===== config.mk =====
export PLATFORM = sky130hd
export DESIGN_NAME = adc_conv_seq
export DESIGN_NICKNAME = d
export VERILOG_FILES = /design/src/adc_seq_pkg.sv /design/src/adc_conv_seq.sv /design/src/adc_trig_sync.sv /design/src/adc_bias_scale.sv
export SDC_FILE = /design/constraint.sdc
export NUM_CORES = 1
export LEC_CHECK = 0
export BUFFER_PORTS_ARGS = -buffer_cell sky130_fd_sc_hd__buf_2
export CAP_MARGIN = 20
export CORE_ASPECT_RATIO = 2
export CORE_MARGIN = 8
export CORE_UTILIZATION = 52
export CTS_BUF_LIST = sky130_fd_sc_hd__clkbuf_16
export CTS_CLUSTER_SIZE = 16
export DETAILED_ROUTE_END_ITERATION = 8
export PLACE_DENSITY = 0.81
export REMOVE_ABC_BUFFERS = 1
export SLEW_MARGIN = 0
export SYNTH_ARGS = -nofsm -noshare
export SYNTH_HDL_FRONTEND = slang
export SYNTH_HIERARCHICAL = 1
export SYNTH_SLANG_ARGS = --single-unit

===== constraint.sdc =====
create_clock -name I_SYS_CLK -period 3.25 [get_ports I_SYS_CLK]
set_clock_uncertainty 0.2 [all_clocks]
set_input_delay 0.65 -clock I_SYS_CLK [delete_from_list [all_inputs] [get_ports I_SYS_CLK]]
set_output_delay 0.65 -clock I_SYS_CLK [all_outputs]
set_load 0.05 [all_outputs]

===== src/adc_seq_pkg.sv =====
// Package with constants for the conversion sequencer
package adc_seq_pkg;

  // ****************************************
  // Register offsets (byte addresses)
  // ****************************************
  localparam logic [7:0] CMD_OFS = 8'h00;
  localparam logic [7:0] STATUS_OFS = 8'h04;
  localparam logic [7:0] SINGLE_CFG_OFS = 8'h08;
  localparam logic [7:0] SCAN_CFG_OFS = 8'h0C;
  localparam logic [7:0] CTRL_OFS = 8'h10;
  localparam logic [7:0] BIAS_OFS = 8'h14;

  // ****************************************
  // Command register bits
  // ****************************************
  localparam int SINGLE_GO_BIT = 0;
  localparam int SINGLE_HALT_BIT = 1;
  localparam int SCAN_GO_BIT = 2;
  localparam int SCAN_HALT_BIT = 3;
  localparam int SINGLE_FLUSH_BIT = 4;
  localparam int SCAN_FLUSH_BIT = 5;

  // ****************************************
  // Status register bits
  // ****************************************
  localparam int SINGLE_ACT_BIT = 0;
  localparam int SCAN_ACT_BIT = 1;
  localparam int CLK_REQ_BIT = 2;
  localparam int ANALOG_EN_BIT = 3;
  localparam int BUSY_SINGLE_BIT = 4;
  localparam int BUSY_SCAN_BIT = 5;

  // ****************************************
  // Mode config fields (single and scan alike)
  // ****************************************
  localparam int REPEAT_BIT = 0;
  localparam int TRIG_EN_BIT = 1;
  localparam int TRIG_STYLE_BIT = 2;
  localparam int CHSEL_LSB = 4;
  localparam int CHSEL_W = 4;
  localparam int AT_LSB = 8;
  localparam int AT_W = 8;
  localparam int DLY_LSB = 16;
  localparam int DLY_W = 4;
  localparam int DLY_EN_BIT = 20;
  localparam int CFG_W = 21;
  localparam logic [CFG_W-1:0] CFG_RST = 21'h000000;

  // ****************************************
  // Control and bias fields
  // ****************************************
  localparam int TAIL_BIT = 0;
  localparam int DEMAND_BIT = 1;
  localparam int ENABLE_BIT = 2;
  localparam int BIAS_LSB = 0;
  localparam int BIAS_W = 4;
  localparam int FAULT_CLR_BIT = 8;
  localparam logic [BIAS_W-1:0] BIAS_RST = 4'h0;

  // ****************************************
  // Timing
  // ****************************************
  localparam int CLK_MHZ = 100;
  localparam int CYC_PER_US = CLK_MHZ;
  localparam int DLY_MAX_US = 8;
  localparam int CLK_START_CYC = 5;
  localparam int OSC_START_CYC = 7;
  localparam int TIMED_EXTRA_CYC = 2;
  localparam int SAR_CYC = 13;
  localparam int NUM_CH = 16;

  typedef enum {
    ST_IDLE,
    ST_CLKWAIT,
    ST_DELAY,
    ST_ACQ,
    ST_HOLD,
    ST_SAR
  } seq_state_t;

endpackage


===== src/adc_conv_seq.sv =====
// Conversion sequencer with Wishbone register slave
// Summary of operation
// - Bias scaled by (1 - low3/8), divided by four when bit 3 set.
// - Scan runs first on simultaneous triggers or during single warm-up.
// - Scan waits for a single already acquiring or approximating.
// - With tail follow, triggered single waits for next scan end.
// - Each mode has one-shot or repeat operation by its own control.
// - Command start or stop per mode; start wins over stop.
// - Stop mid conversion discards partial result; FIFO kept.
// - Active flag high while converting or pending; set on write.
// - Event triggers synchronised before setting active flag.
// - Start or trigger ignored while the mode is already active.
// - Pulse style trigger behaves as a start; sampling ends on AT.
// - Timed style: falling event edge ends sampling if high at AT end.
// - Timed style: event already low at AT end adds two cycles.
// - Optional analog start delay of 0 to 8 microseconds.
// - On-demand clock request; clock runs 5 or 7 + OSC_SLOW cycles later.
// - Timed style: event still high after stop retriggers the mode.
// - Trigger while idle resets approximation clock phase.
`timescale 1ns/1ps
`default_nettype none
module adc_conv_seq
  import adc_seq_pkg::*;
#(
  parameter int OSC_SLOW = 1
)
(
  input wire logic I_SYS_CLK,
  input wire logic I_SRST,
  input wire logic [7:0] I_WB_ADR,
  input wire logic [31:0] I_WB_DAT,
  input wire logic [3:0] I_WB_SEL,
  input wire logic I_WB_WE,
  input wire logic I_WB_CYC,
  input wire logic I_WB_STB,
  output logic [31:0] O_WB_DAT,
  output logic O_WB_ACK,
  input wire logic [NUM_CH-1:0] I_EVENT,
  input wire logic I_OSC_RUNNING,
  input wire logic I_REF_OVERVOLTAGE,
  output logic O_CLK_REQ,
  output logic O_ANALOG_EN,
  output logic O_SAMPLE,
  output logic O_SAR_PHASE_RST,
  output logic O_CONV_DONE,
  output logic O_CONV_IS_SCAN,
  output logic O_DISCARD_PARTIAL,
  output logic O_SINGLE_FLUSH,
  output logic O_SCAN_FLUSH,
  output logic [5:0] O_BIAS_SCALE,
  output logic O_REF_FAULT_CLEAR
);
  // ****************************************
  // Register file
  // ****************************************
  logic [CFG_W-1:0] sgl_cfg_reg, sgl_cfg_next;
  logic [CFG_W-1:0] scn_cfg_reg, scn_cfg_next;
  logic [2:0] ctrl_reg, ctrl_next;
  logic [8:0] bias_reg, bias_next;
  logic ack_reg, ack_next;
  logic [31:0] rdat_reg, rdat_next;
  logic wr_stb;
  logic [31:0] cmd;

  function automatic logic [31:0] wmask(input logic [31:0] old,
                                        input logic [31:0] nw,
                                        input logic [3:0] sel);
    logic [31:0] m;
    m = {{8{sel[3]}}, {8{sel[2]}}, {8{sel[1]}}, {8{sel[0]}}};
    return (old & ~m) | (nw & m);
  endfunction

  assign wr_stb = I_WB_CYC & I_WB_STB & I_WB_WE & ~ack_reg;
  assign cmd = (wr_stb && I_WB_ADR == CMD_OFS) ?
               (I_WB_DAT & {{24{1'b0}}, {8{I_WB_SEL[0]}}}) : 32'h0;

  // ****************************************
  // Sequencer state
  // ****************************************
  seq_state_t st_reg, st_next;
  logic sgl_act_reg, sgl_act_next;
  logic scn_act_reg, scn_act_next;
  logic cur_scan_reg, cur_scan_next;
  logic tail_wait_reg, tail_wait_next;
  logic clk_req_reg, clk_req_next;
  logic [11:0] cnt_reg, cnt_next;
  logic done_reg, done_next;
  logic disc_reg, disc_next;
  logic phase_rst_reg, phase_rst_next;
  logic sgl_lvl, sgl_rise, scn_lvl, scn_rise;
  logic sgl_trig, scn_trig, sgl_stop, scn_stop;
  logic [CFG_W-1:0] cur_cfg;

  adc_trig_sync u_sync_sgl (
    .i_clk(I_SYS_CLK),
    .i_srst(I_SRST),
    .i_async(I_EVENT),
    .i_sel(sgl_cfg_reg[CHSEL_LSB +: CHSEL_W]),
    .o_level(sgl_lvl),
    .o_rise(sgl_rise)
  );

  adc_trig_sync u_sync_scn (
    .i_clk(I_SYS_CLK),
    .i_srst(I_SRST),
    .i_async(I_EVENT),
    .i_sel(scn_cfg_reg[CHSEL_LSB +: CHSEL_W]),
    .o_level(scn_lvl),
    .o_rise(scn_rise)
  );

  adc_bias_scale u_bias (
    .i_clk(I_SYS_CLK),
    .i_srst(I_SRST),
    .i_field(bias_reg[BIAS_LSB +: BIAS_W]),
    .o_scale(O_BIAS_SCALE)
  );

  // Start from command or from a synchronised event
  // Timed style: event level still high after a stop counts as a new trigger
  always_comb begin
    sgl_trig = cmd[SINGLE_GO_BIT] | (sgl_cfg_reg[TRIG_EN_BIT] &
               (sgl_cfg_reg[TRIG_STYLE_BIT] ? sgl_lvl : sgl_rise));
    scn_trig = cmd[SCAN_GO_BIT] | (scn_cfg_reg[TRIG_EN_BIT] &
               (scn_cfg_reg[TRIG_STYLE_BIT] ? scn_lvl : scn_rise));
    sgl_stop = cmd[SINGLE_HALT_BIT] & ~sgl_trig;
    scn_stop = cmd[SCAN_HALT_BIT] & ~scn_trig;
  end

  always_comb begin
    cur_cfg = cur_scan_reg ? scn_cfg_reg : sgl_cfg_reg;
  end

  always_comb begin
    sgl_cfg_next = sgl_cfg_reg;
    scn_cfg_next = scn_cfg_reg;
    ctrl_next = ctrl_reg;
    bias_next = bias_reg;
    ack_next = I_WB_CYC & I_WB_STB & ~ack_reg;
    rdat_next = 32'h0;
    if (wr_stb) begin
      case (I_WB_ADR)
        SINGLE_CFG_OFS: sgl_cfg_next = CFG_W'(wmask(32'(sgl_cfg_reg),
                                              I_WB_DAT, I_WB_SEL));
        SCAN_CFG_OFS: scn_cfg_next = CFG_W'(wmask(32'(scn_cfg_reg),
                                            I_WB_DAT, I_WB_SEL));
        CTRL_OFS: ctrl_next = 3'(wmask(32'(ctrl_reg), I_WB_DAT, I_WB_SEL));
        BIAS_OFS: bias_next = 9'(wmask(32'(bias_reg), I_WB_DAT, I_WB_SEL));
        default: ;
      endcase
    end
    case (I_WB_ADR)
      STATUS_OFS: begin
        rdat_next[SINGLE_ACT_BIT] = sgl_act_reg;
        rdat_next[SCAN_ACT_BIT] = scn_act_reg;
        rdat_next[CLK_REQ_BIT] = clk_req_reg;
        rdat_next[ANALOG_EN_BIT] = O_ANALOG_EN;
        rdat_next[BUSY_SINGLE_BIT] = st_reg != ST_IDLE && !cur_scan_reg;
        rdat_next[BUSY_SCAN_BIT] = st_reg != ST_IDLE && cur_scan_reg;
      end
      SINGLE_CFG_OFS: rdat_next = 32'(sgl_cfg_reg);
      SCAN_CFG_OFS: rdat_next = 32'(scn_cfg_reg);
      CTRL_OFS: rdat_next = 32'(ctrl_reg);
      BIAS_OFS: rdat_next = 32'(bias_reg);
      default: rdat_next = 32'h0;
    endcase
  end

  always_ff @(posedge I_SYS_CLK) begin
    if (I_SRST) begin
      sgl_cfg_reg <= CFG_RST;
      scn_cfg_reg <= CFG_RST;
      ctrl_reg <= 3'h0;
      bias_reg <= 9'h000;
      ack_reg <= 1'b0;
      rdat_reg <= 32'h0;
    end else begin
      sgl_cfg_reg <= sgl_cfg_next;
      scn_cfg_reg <= scn_cfg_next;
      ctrl_reg <= ctrl_next;
      bias_reg <= bias_next;
      ack_reg <= ack_next;
      rdat_reg <= rdat_next;
    end
  end

  // ****************************************
  // Arbitration and conversion sequence
  // ****************************************
  always_comb begin
    st_next = st_reg;
    sgl_act_next = sgl_act_reg;
    scn_act_next = scn_act_reg;
    cur_scan_next = cur_scan_reg;
    tail_wait_next = tail_wait_reg;
    clk_req_next = clk_req_reg;
    cnt_next = cnt_reg;
    done_next = 1'b0;
    disc_next = 1'b0;
    phase_rst_next = 1'b0;
    // Accept triggers only for an inactive mode
    if (sgl_trig && !sgl_act_reg) begin
      sgl_act_next = 1'b1;
      tail_wait_next = ctrl_reg[TAIL_BIT];
    end
    if (scn_trig && !scn_act_reg) begin
      scn_act_next = 1'b1;
    end
    case (st_reg)
      ST_IDLE: begin
        if (scn_act_reg || (sgl_act_reg && !tail_wait_reg)) begin
          cur_scan_next = scn_act_reg;
          phase_rst_next = 1'b1;
          clk_req_next = ctrl_reg[DEMAND_BIT];
          cnt_next = ctrl_reg[DEMAND_BIT] ? (I_OSC_RUNNING ?
                     12'(CLK_START_CYC) : 12'(OSC_START_CYC + OSC_SLOW)) :
                     12'h0;
          st_next = ST_CLKWAIT;
        end
      end
      ST_CLKWAIT: begin
        // Warm-up phase: a later scan still takes the slot
        if (scn_act_reg) begin
          cur_scan_next = 1'b1;
        end
        if (cnt_reg == 12'h0) begin
          cnt_next = cur_cfg[DLY_EN_BIT] ? 12'(CYC_PER_US *
                     32'(cur_cfg[DLY_LSB +: DLY_W] > 4'(DLY_MAX_US) ?
                     4'(DLY_MAX_US) : cur_cfg[DLY_LSB +: DLY_W])) : 12'h0;
          st_next = ST_DELAY;
        end else begin
          cnt_next = cnt_reg - 12'h1;
        end
      end
      ST_DELAY: begin
        if (cnt_reg == 12'h0) begin
          cnt_next = 12'(cur_cfg[AT_LSB +: AT_W]);
          st_next = ST_ACQ;
        end else begin
          cnt_next = cnt_reg - 12'h1;
        end
      end
      ST_ACQ: begin
        if (cnt_reg == 12'h0) begin
          if (cur_cfg[TRIG_EN_BIT] && cur_cfg[TRIG_STYLE_BIT]) begin
            cnt_next = 12'(TIMED_EXTRA_CYC);
            st_next = ST_HOLD;
          end else begin
            cnt_next = 12'(SAR_CYC);
            st_next = ST_SAR;
          end
        end else begin
          cnt_next = cnt_reg - 12'h1;
        end
      end
      ST_HOLD: begin
        // Event high at AT end: wait for falling edge
        // Event low at AT end: fixed two-cycle latency
        if ((cur_scan_reg ? scn_lvl : sgl_lvl) && cnt_reg == 12'(TIMED_EXTRA_CYC)) begin
          cnt_next = cnt_reg;
        end else if (cnt_reg == 12'h0 ||
                     cnt_reg == 12'(TIMED_EXTRA_CYC)) begin
          if (cnt_reg == 12'h0 || !(cur_scan_reg ? scn_lvl : sgl_lvl)) begin
            cnt_next = 12'(SAR_CYC);
            st_next = ST_SAR;
          end
          if (cnt_reg == 12'(TIMED_EXTRA_CYC)) begin
            cnt_next = 12'h1;
            st_next = ST_HOLD;
          end
        end else begin
          cnt_next = 12'(SAR_CYC);
          st_next = ST_SAR;
        end
      end
      ST_SAR: begin
        // Single in progress is not aborted by a scan
        if (cnt_reg == 12'h0) begin
          done_next = 1'b1;
          clk_req_next = 1'b0;
          st_next = ST_IDLE;
          if (cur_scan_reg) begin
            tail_wait_next = 1'b0;
            scn_act_next = scn_cfg_reg[REPEAT_BIT];
          end else begin
            sgl_act_next = sgl_cfg_reg[REPEAT_BIT];
          end
        end else begin
          cnt_next = cnt_reg - 12'h1;
        end
      end
      default: st_next = ST_IDLE;
    endcase
    // Stop drops the mode and any partial result
    if (sgl_stop) begin
      sgl_act_next = 1'b0;
      tail_wait_next = 1'b0;
      if (st_reg != ST_IDLE && !cur_scan_reg) begin
        disc_next = 1'b1;
        clk_req_next = 1'b0;
        st_next = ST_IDLE;
      end
    end
    if (scn_stop) begin
      scn_act_next = 1'b0;
      if (st_reg != ST_IDLE && cur_scan_reg) begin
        disc_next = 1'b1;
        clk_req_next = 1'b0;
        st_next = ST_IDLE;
      end
    end
  end

  always_ff @(posedge I_SYS_CLK) begin
    if (I_SRST) begin
      st_reg <= ST_IDLE;
      sgl_act_reg <= 1'b0;
      scn_act_reg <= 1'b0;
      cur_scan_reg <= 1'b0;
      tail_wait_reg <= 1'b0;
      clk_req_reg <= 1'b0;
      cnt_reg <= 12'h0;
      done_reg <= 1'b0;
      disc_reg <= 1'b0;
      phase_rst_reg <= 1'b0;
    end else begin
      st_reg <= st_next;
      sgl_act_reg <= sgl_act_next;
      scn_act_reg <= scn_act_next;
      cur_scan_reg <= cur_scan_next;
      tail_wait_reg <= tail_wait_next;
      clk_req_reg <= clk_req_next;
      cnt_reg <= cnt_next;
      done_reg <= done_next;
      disc_reg <= disc_next;
      phase_rst_reg <= phase_rst_next;
    end
  end

  // ****************************************
  // Outputs
  // ****************************************
  assign O_WB_ACK = ack_reg;
  assign O_WB_DAT = rdat_reg;
  assign O_CLK_REQ = clk_req_reg;
  assign O_ANALOG_EN = ctrl_reg[ENABLE_BIT] | (st_reg == ST_ACQ) |
                       (st_reg == ST_HOLD) | (st_reg == ST_SAR);
  assign O_SAMPLE = (st_reg == ST_ACQ) | (st_reg == ST_HOLD);
  assign O_SAR_PHASE_RST = phase_rst_reg;
  assign O_CONV_DONE = done_reg;
  assign O_CONV_IS_SCAN = cur_scan_reg;
  assign O_DISCARD_PARTIAL = disc_reg;
  assign O_SINGLE_FLUSH = cmd[SINGLE_FLUSH_BIT];
  assign O_SCAN_FLUSH = cmd[SCAN_FLUSH_BIT];
  assign O_REF_FAULT_CLEAR = bias_reg[FAULT_CLR_BIT];

  // ****************************************
  // Checks
  // ****************************************
  property p_start_wins;
    @(posedge I_SYS_CLK) disable iff (I_SRST)
    (cmd[SINGLE_GO_BIT] && cmd[SINGLE_HALT_BIT] && !sgl_act_reg)
      |=> sgl_act_reg;
  endproperty
  a_start_wins: assert property (p_start_wins)
    else $error("start did not win over stop");

  property p_scan_first;
    @(posedge I_SYS_CLK) disable iff (I_SRST)
    (st_reg == ST_IDLE && scn_act_reg && sgl_act_reg) |=> cur_scan_reg;
  endproperty
  a_scan_first: assert property (p_scan_first)
    else $error("scan not served first");

  property p_no_abort;
    @(posedge I_SYS_CLK) disable iff (I_SRST)
    (st_reg == ST_SAR && !cur_scan_reg && !sgl_stop) |=> !cur_scan_reg;
  endproperty
  a_no_abort: assert property (p_no_abort)
    else $error("scan aborted a single");

  property p_phase_rst;
    @(posedge I_SYS_CLK) disable iff (I_SRST)
    (st_reg == ST_IDLE && st_next == ST_CLKWAIT) |=> O_SAR_PHASE_RST;
  endproperty
  a_phase_rst: assert property (p_phase_rst)
    else $error("phase reset missing");

  property p_act_on_write;
    @(posedge I_SYS_CLK) disable iff (I_SRST)
    (cmd[SCAN_GO_BIT] && !scn_act_reg) |=> scn_act_reg;
  endproperty
  a_act_on_write: assert property (p_act_on_write)
    else $error("scan active flag not set");

  property p_discard;
    @(posedge I_SYS_CLK) disable iff (I_SRST)
    (scn_stop && st_reg != ST_IDLE && cur_scan_reg) |=>
      (O_DISCARD_PARTIAL && st_reg == ST_IDLE);
  endproperty
  a_discard: assert property (p_discard)
    else $error("partial result not discarded");

  property p_clk_req;
    @(posedge I_SYS_CLK) disable iff (I_SRST)
    (st_reg == ST_IDLE && st_next == ST_CLKWAIT && ctrl_reg[DEMAND_BIT])
      |=> O_CLK_REQ;
  endproperty
  a_clk_req: assert property (p_clk_req)
    else $error("clock request not raised");

  property p_one_shot;
    @(posedge I_SYS_CLK) disable iff (I_SRST)
    (st_reg == ST_SAR && cnt_reg == 12'h0 && !cur_scan_reg &&
     !sgl_cfg_reg[REPEAT_BIT] && !sgl_trig) |=> !sgl_act_reg;
  endproperty
  a_one_shot: assert property (p_one_shot)
    else $error("one-shot single stayed active");
endmodule
`default_nettype wire


===== src/adc_trig_sync.sv =====
// Two-flop synchroniser for an event channel with rising edge detect
`timescale 1ns/1ps
`default_nettype none
module adc_trig_sync
  import adc_seq_pkg::*;
(
  input wire logic i_clk,
  input wire logic i_srst,
  input wire logic [NUM_CH-1:0] i_async,
  input wire logic [CHSEL_W-1:0] i_sel,
  output logic o_level,
  output logic o_rise
);
  logic [NUM_CH-1:0] s1_reg, s1_next;
  logic [NUM_CH-1:0] s2_reg, s2_next;
  logic lvl_reg, lvl_next;

  always_comb begin
    s1_next = i_async;
    s2_next = s1_reg;
    lvl_next = s2_reg[i_sel];
  end

  always_ff @(posedge i_clk) begin
    if (i_srst) begin
      s1_reg <= '0;
      s2_reg <= '0;
      lvl_reg <= 1'b0;
    end else begin
      s1_reg <= s1_next;
      s2_reg <= s2_next;
      lvl_reg <= lvl_next;
    end
  end

  assign o_level = lvl_reg;
  assign o_rise = lvl_next & ~lvl_reg;
endmodule
`default_nettype wire


===== src/adc_bias_scale.sv =====
// Bias scale factor from the bias program field, in 1/32 units
`timescale 1ns/1ps
`default_nettype none
module adc_bias_scale
  import adc_seq_pkg::*;
(
  input wire logic i_clk,
  input wire logic i_srst,
  input wire logic [BIAS_W-1:0] i_field,
  output logic [5:0] o_scale
);
  logic [5:0] scale_reg, scale_next;
  logic [5:0] base;

  // Factor (8 - low3)/8 times 32, divided by four when bit 3 is set
  always_comb begin
    base = 6'(({3'h0, 3'h0} + 6'd8 - {3'h0, i_field[2:0]}) << 2);
    scale_next = i_field[3] ? (base >> 2) : base;
  end

  always_ff @(posedge i_clk) begin
    if (i_srst) begin
      scale_reg <= 6'h20;
    end else begin
      scale_reg <= scale_next;
    end
  end

  assign o_scale = scale_reg;
endmodule
`default_nettype wire


; ---- Word-level counts from Yosys, hierarchy flattened
; Cells that the tools add are included.
[word_totals]
regBits = 179
inputBits = 67
out_inout_bits = 49
wordCells = 187
[op_classes]
n_eq_ne = 19
magnitude_cmp = 3
n_bitwise = 35
n_reduce_logical = 34
mul = 1
n_mux = 70
n_addsub = 2
[op_table]
columns = operator, count
row1 = $mux 32, 13
row2 = $pmux 32 s6, 1
row3 = $mux 12, 9
row4 = $eq 32x3->1 const B, 3
row5 = $pmux 12 s6, 1
row6 = $eq 32x2->1 const B, 2
row7 = $eq 32x4->1 const B, 2
row8 = $and 21x21->21, 3
row9 = $pmux 15 s3, 1
row10 = $or 21x21->21, 2
row11 = $eq 32x1->1 const B, 1
row12 = $logic_not 32->1, 1
row13 = $mux 1, 32
row14 = $reduce_bool 32->1, 1
row15 = $pmux 6 s5, 1
row16 = $mux 21, 1
row17 = $not 21->21, 1
row18 = $eq 8x4->1 const B, 2
row19 = $eq 8x5->1 const B, 2
row20 = $mux 4, 4
row21 = $eq 12x2->1 const B, 1
row22 = $logic_not 12->1, 1
row23 = $mux 6, 2
row24 = $reduce_or 2->1, 6
row25 = other kinds (28), 71

; ---- Logic depth before layout (Yosys ltp)
[logic_depth]
word_depth = 12
ltp_mapped = 11

; ---- Hierarchy
; Netlist, hierarchy kept.
[by_module_without_submodules]
columns = module, instances, cells_each, area_per_inst_um2
row1 = adc_conv_seq, 1, 627, 5683.0
row2 = adc_trig_sync, 2, 85, 1029.7
row3 = adc_bias_scale, 1, 21, 221.5

; ---- Worst setup path before layout
; Ideal clock, no wire load.
[synth_timing]
kind = register to register
from = register cur_scan_reg (netlist: O_CONV_IS_SCAN)
to = register cnt_reg[8]
path_slack_ps = -233
path_stages_with_launch = 11
synth_period_minus_slack_ps = 3483
arrival_ps = 3208
required_time_ps = 2976
path_buffers = 2
path_cell_list = dfxtp_1 -> clkbuf_1 -> buf_1 -> mux2i_1 -> nor2_1 -> ha_1 -> fa_1 -> xor2_1 -> a31oi_1 -> or4_1 -> a31oi_1
[synth_via]
elab_chain_len = 7
elab_cells_between_ends = 14
cone_classes = mul (1) / order compare (1) / eq/ne (2) / mux (6) / reduce/logical (4)
[synth_lines]
columns = element, line
row1 = from (decl), adc_conv_seq.sv:83  ; logic cur_scan_reg, cur_scan_next;
row2 = from (signal assigned), adc_conv_seq.sv:330  ; cur_scan_reg <= cur_scan_next;
row3 = $mux 21, adc_conv_seq.sv:131  ; cur_cfg = cur_scan_reg ? scn_cfg_reg : sgl_cfg_reg;
row4 = $gt 4x4->1, adc_conv_seq.sv:228  ; 32'(cur_cfg[DLY_LSB +: DLY_W] > 4'(DLY_MAX_US) ?
row5 = $mux 4, adc_conv_seq.sv:228
row6 = $mul 5x4->9, adc_conv_seq.sv:227  ; cnt_next = cur_cfg[DLY_EN_BIT] ? 12'(CYC_PER_US *
row7 = $mux 11, adc_conv_seq.sv:227
row8 = $mux 12, adc_conv_seq.sv:226  ; if (cnt_reg == 12'h0) begin
row9 = $pmux 12 s6, adc_conv_seq.sv:209  ; case (st_reg)
row10 = to (signal assigned), adc_conv_seq.sv:333  ; cnt_reg <= cnt_next;
row11 = to (decl), adc_conv_seq.sv:86  ; logic [11:0] cnt_reg, cnt_next;
; Parallel ways exist; a longest one is shown, timed or not.
; A chain may end at the register's enable or synchronous reset.

; ---- Worst setup path in the final report
[layout_timing]
from = input port I_WB_ADR[7]
to = output port O_SINGLE_FLUSH
[layout_via]
elab_chain_len = 3
[layout_lines]
columns = element, line
row1 = from (decl), adc_conv_seq.sv:30  ; input wire logic [7:0] I_WB_ADR,
row2 = $logic_not 8->1, adc_conv_seq.sv:74  ; assign cmd = (wr_stb && I_WB_ADR == CMD_OFS) ?
row3 = $logic_and 1x1->1, adc_conv_seq.sv:74
row4 = $mux 6, adc_conv_seq.sv:74
row5 = to (decl), adc_conv_seq.sv:48  ; output logic O_SINGLE_FLUSH,
; Every way passes these cells.

==> out/metrics.cfg <==
[clock_tree]
cts-root-buf = clkbuf_16
clk_pin_slew_ps = 80
cts_buffers = 17
cts_sinks = 200
cts.htree.levels = 4
cts_max_path_buffers = 2
cts_tree = built
clk_latency_ps = 430
cts_setup_buffers = 0

[setup_path]
rr_worst_depth = 8
crit_slowest_cell = or4_4
cp-end-kind = primary output
r2r_start = O_CONV_IS_SCAN$_SDFFE_PP0P_
path_common_cell = buf_6
worst-path-buf-inv = 4
worstSetupPathType = input pin to primary output
slowest_delay_ps = 540
cp_max_fo = 2
rrSetupSlack_ps = 170
cp.arrival_ps = 2370
crit_chain = buf_6, or4_4, nor4_4, buf_4, nor3b_4, buf_6, and2_4, buf_8
endpoint = O_SINGLE_FLUSH
crit_cells = 8
critical-path-top-delay-family = simple AND/OR/NAND/NOR gates
rr_endpoint = cnt_reg[8]$_SDFFE_PP0P_
worstSetupStartpointType = input pin
critPathRequiredTime_ps = 2400
cp-startpoint = I_WB_ADR[7]

[sta]
worst_pin_slew_ps = 775
hold_viol_final = 0
fmax_ghz = 0.311
setup_tns_ps = 0
whs_ps = 239
drv_slew = 0
period_needed_ps = 3220
timing.final.ws_setup_ps = 30.7
relSlewSlack_pct = 47.8
fin_crit_sh_pct = 99.1
rsz0062_at_grt = true
finalSetupViolCount = 0

[route]
drt_wl_total_mm = 19.1
ant_nets = 0
wl_per_cell_um = 16.5
firstDrtPassIters = 7
drc = 0
vias_per_cell = 5.54
dr.first_iter.drc_count = 475
vias = 6420

[placed_design]
place_area_um2 = 8850
place_hpwl_mm = 13.7
post-place-ws_ps = -158
io_buffers = 91
placed_cells = 1127
routabilityCongestion = 0.891

[logic_synthesis]
ys_ff_latch = 200
synth_cell_types = 70
synth_edf_count = 0
synthArstFlopShare_pct = 0
synth.avg_cell_area_um2 = 9.74
synth.yosys.seq_area_share_pct = 50.3
ys.flop_type = dfxtp_1
ys_warn_count = 6
synth_cells = 818
synth_area_um2 = 7960

[worst_hold_path]
min_path_type = input pin to register

[global_routing]
grt_util_all_layers_pct = 19.4
overflow = 0
grt_pass1_vias = 6443
antenna_found_initial = 1
grt_pass1_wl_mm = 31.7
grt_max_degree = 67

[pwr]
finalPower_mw = 4.90
ir_drop_mv = 0.377
power_density_nw_per_um2 = 512
p_leak_nw = 3.74

[final_layout]
num_antenna_cells = 0
drive_above_1_share_pct = 20.1
area_delta_synth_final_pct = 20.1
nets = 1026
fin_util_pct = 63.2
fin_cells = 1159
finalInstanceArea_um2 = 9560

[outcome]
status = finished, final reports clean

[floorplanning]
initial_core_util_pct = 52.6
die_y_um = 191
rows = 64
fp.dieArea_um2 = 19800
die_x_um = 104
ios = 116
core_um2 = 15100

[run]
max_cap_violations = 0

-- cell usage after synthesis, drive strengths merged (4+ instances only) --
library cell	n	area [µm²]
a21oi	43	215
xor2	4	35.0
clkbuf	35	131
or4	8	60.1
a22o	6	52.6
nand2b	10	62.6
nor3	12	60.1
buf	21	144
a221oi	6	52.6
inv	11	41.3
nand3	19	95.1
o21ai	21	105
a22oi	7	52.6
xnor2	4	35.0
mux4	4	90.1
or3	4	30.0
nor3b	6	45.0
nand3b	7	52.6
a32oi	4	35.0
mux2i	68	681
nand2	49	184
ha	10	125
and2	6	37.5
nand4	10	62.6
a31oi	7	43.8
nor2b	69	432
mux2	10	113
nor2	90	345
dfxtp	200	4000
nor4	19	125
-- timing repair --
item	4_1_cts	5_1_grt
setup endpoints to repair	2	5
pin swaps	0	2
hold endpoints to repair	0	0
hold buffers	0	0
resized for setup	4	16
-- cell type report --
type / count / area [µm²]
clock inverter: 15 / 210
multi-input combinational: 591 / 3850
tap: 198 / 248
timing repair buffer: 127 / 783
fill: 1184 / 5570
sequential: 200 / 4010
clock buffer: 17 / 425
inverter: 11 / 41.3
-- kinds of logic (layout without fill, tap and decap cells) --
| logic type | Yosys count | count (layout) | share of synthesized area [%] |
|---|---|---|---|
| AOI/OAI and AO/OA | 129 | 129 | 10.7 |
| adders and majority gates | 11 | 11 | 1.82 |
| xor gates and xnor gates | 8 | 8 | 0.880 |
| buffers and inverters | 67 | 170 | 3.97 |
| and+or+nand+nor | 320 | 320 | 21.2 |
| other | 1 | 41 | 0.0471 |
| DFF | 200 | 200 | 50.3 |
| muxes | 82 | 82 | 11.1 |
-- layout by cell type (no fill, tap or decap), types with 6 or more instances in the layout --
cell,count
dfxtp_1,199
ha_1,10
mux2_2,10
nand2b_1,10
buf_4,34
or4_1,7
nand3_1,19
o21ai_0,16
a221oi_1,6
nand4_1,10
nor4_1,16
nor3_1,11
nor2b_1,69
a21oi_1,43
buf_2,87
conb_1,41
nand3b_1,7
clkbuf_16,17
inv_1,10
nand2_1,49
nor2_1,86
a31oi_1,7
a22oi_1,7
a22o_1,6
mux2i_1,68
-- per-layer routing --
metal	share of wire, %	track usage (%)
met1	42	23.3
met2	49	32.8
met3	7.6	4.59
met4	1.5	7.57
met5	0.042	0
-- worst register-to-register path: stages (launching register included) --
cell and delay [ps]:
dfxtp_1 500, mux2_2 430, nor2_1 210, ha_1 310, fa_1 470, xor2_1 170
a31oi_1 140, or4_1 430, a31oi_1 160
-- power breakdown --
group          switching [mW]  internal, mW  leakage [nW]
registers              0.0151          2.51          1.64
clock network            1.06          1.14         0.309
logic                   0.116        0.0650          1.80
total                    1.19          3.71          3.74
-- worst min-delay path by stage --
stage / from / endpoint / slack (ps) / cells past startpoint
6_report: I_EVENT[3] / u_sync_sgl/s1_reg[3]$_SDFF_PP0_ / 240 / 2
5_1_grt: I_EVENT[6] / u_sync_sgl/s1_reg[6]$_SDFF_PP0_ / 230 / 2
4_1_cts: I_EVENT[10] / u_sync_scn/s1_reg[10]$_SDFF_PP0_ / 230 / 2
3_5_place_dp: u_sync_scn/s1_reg[7]$_SDFF_PP0_ / u_sync_scn/s2_reg[7]$_SDFF_PP0_ / 220 / 1
3_3_place_gp: O_WB_ACK$_SDFF_PP0_ / O_WB_ACK$_SDFF_PP0_ / 220 / 1
2_1_floorplan: u_sync_scn/s1_reg[0]$_SDFF_PP0_ / u_sync_scn/s2_reg[0]$_SDFF_PP0_ / 210 / 1
Power figures use the tool's default switching activity.
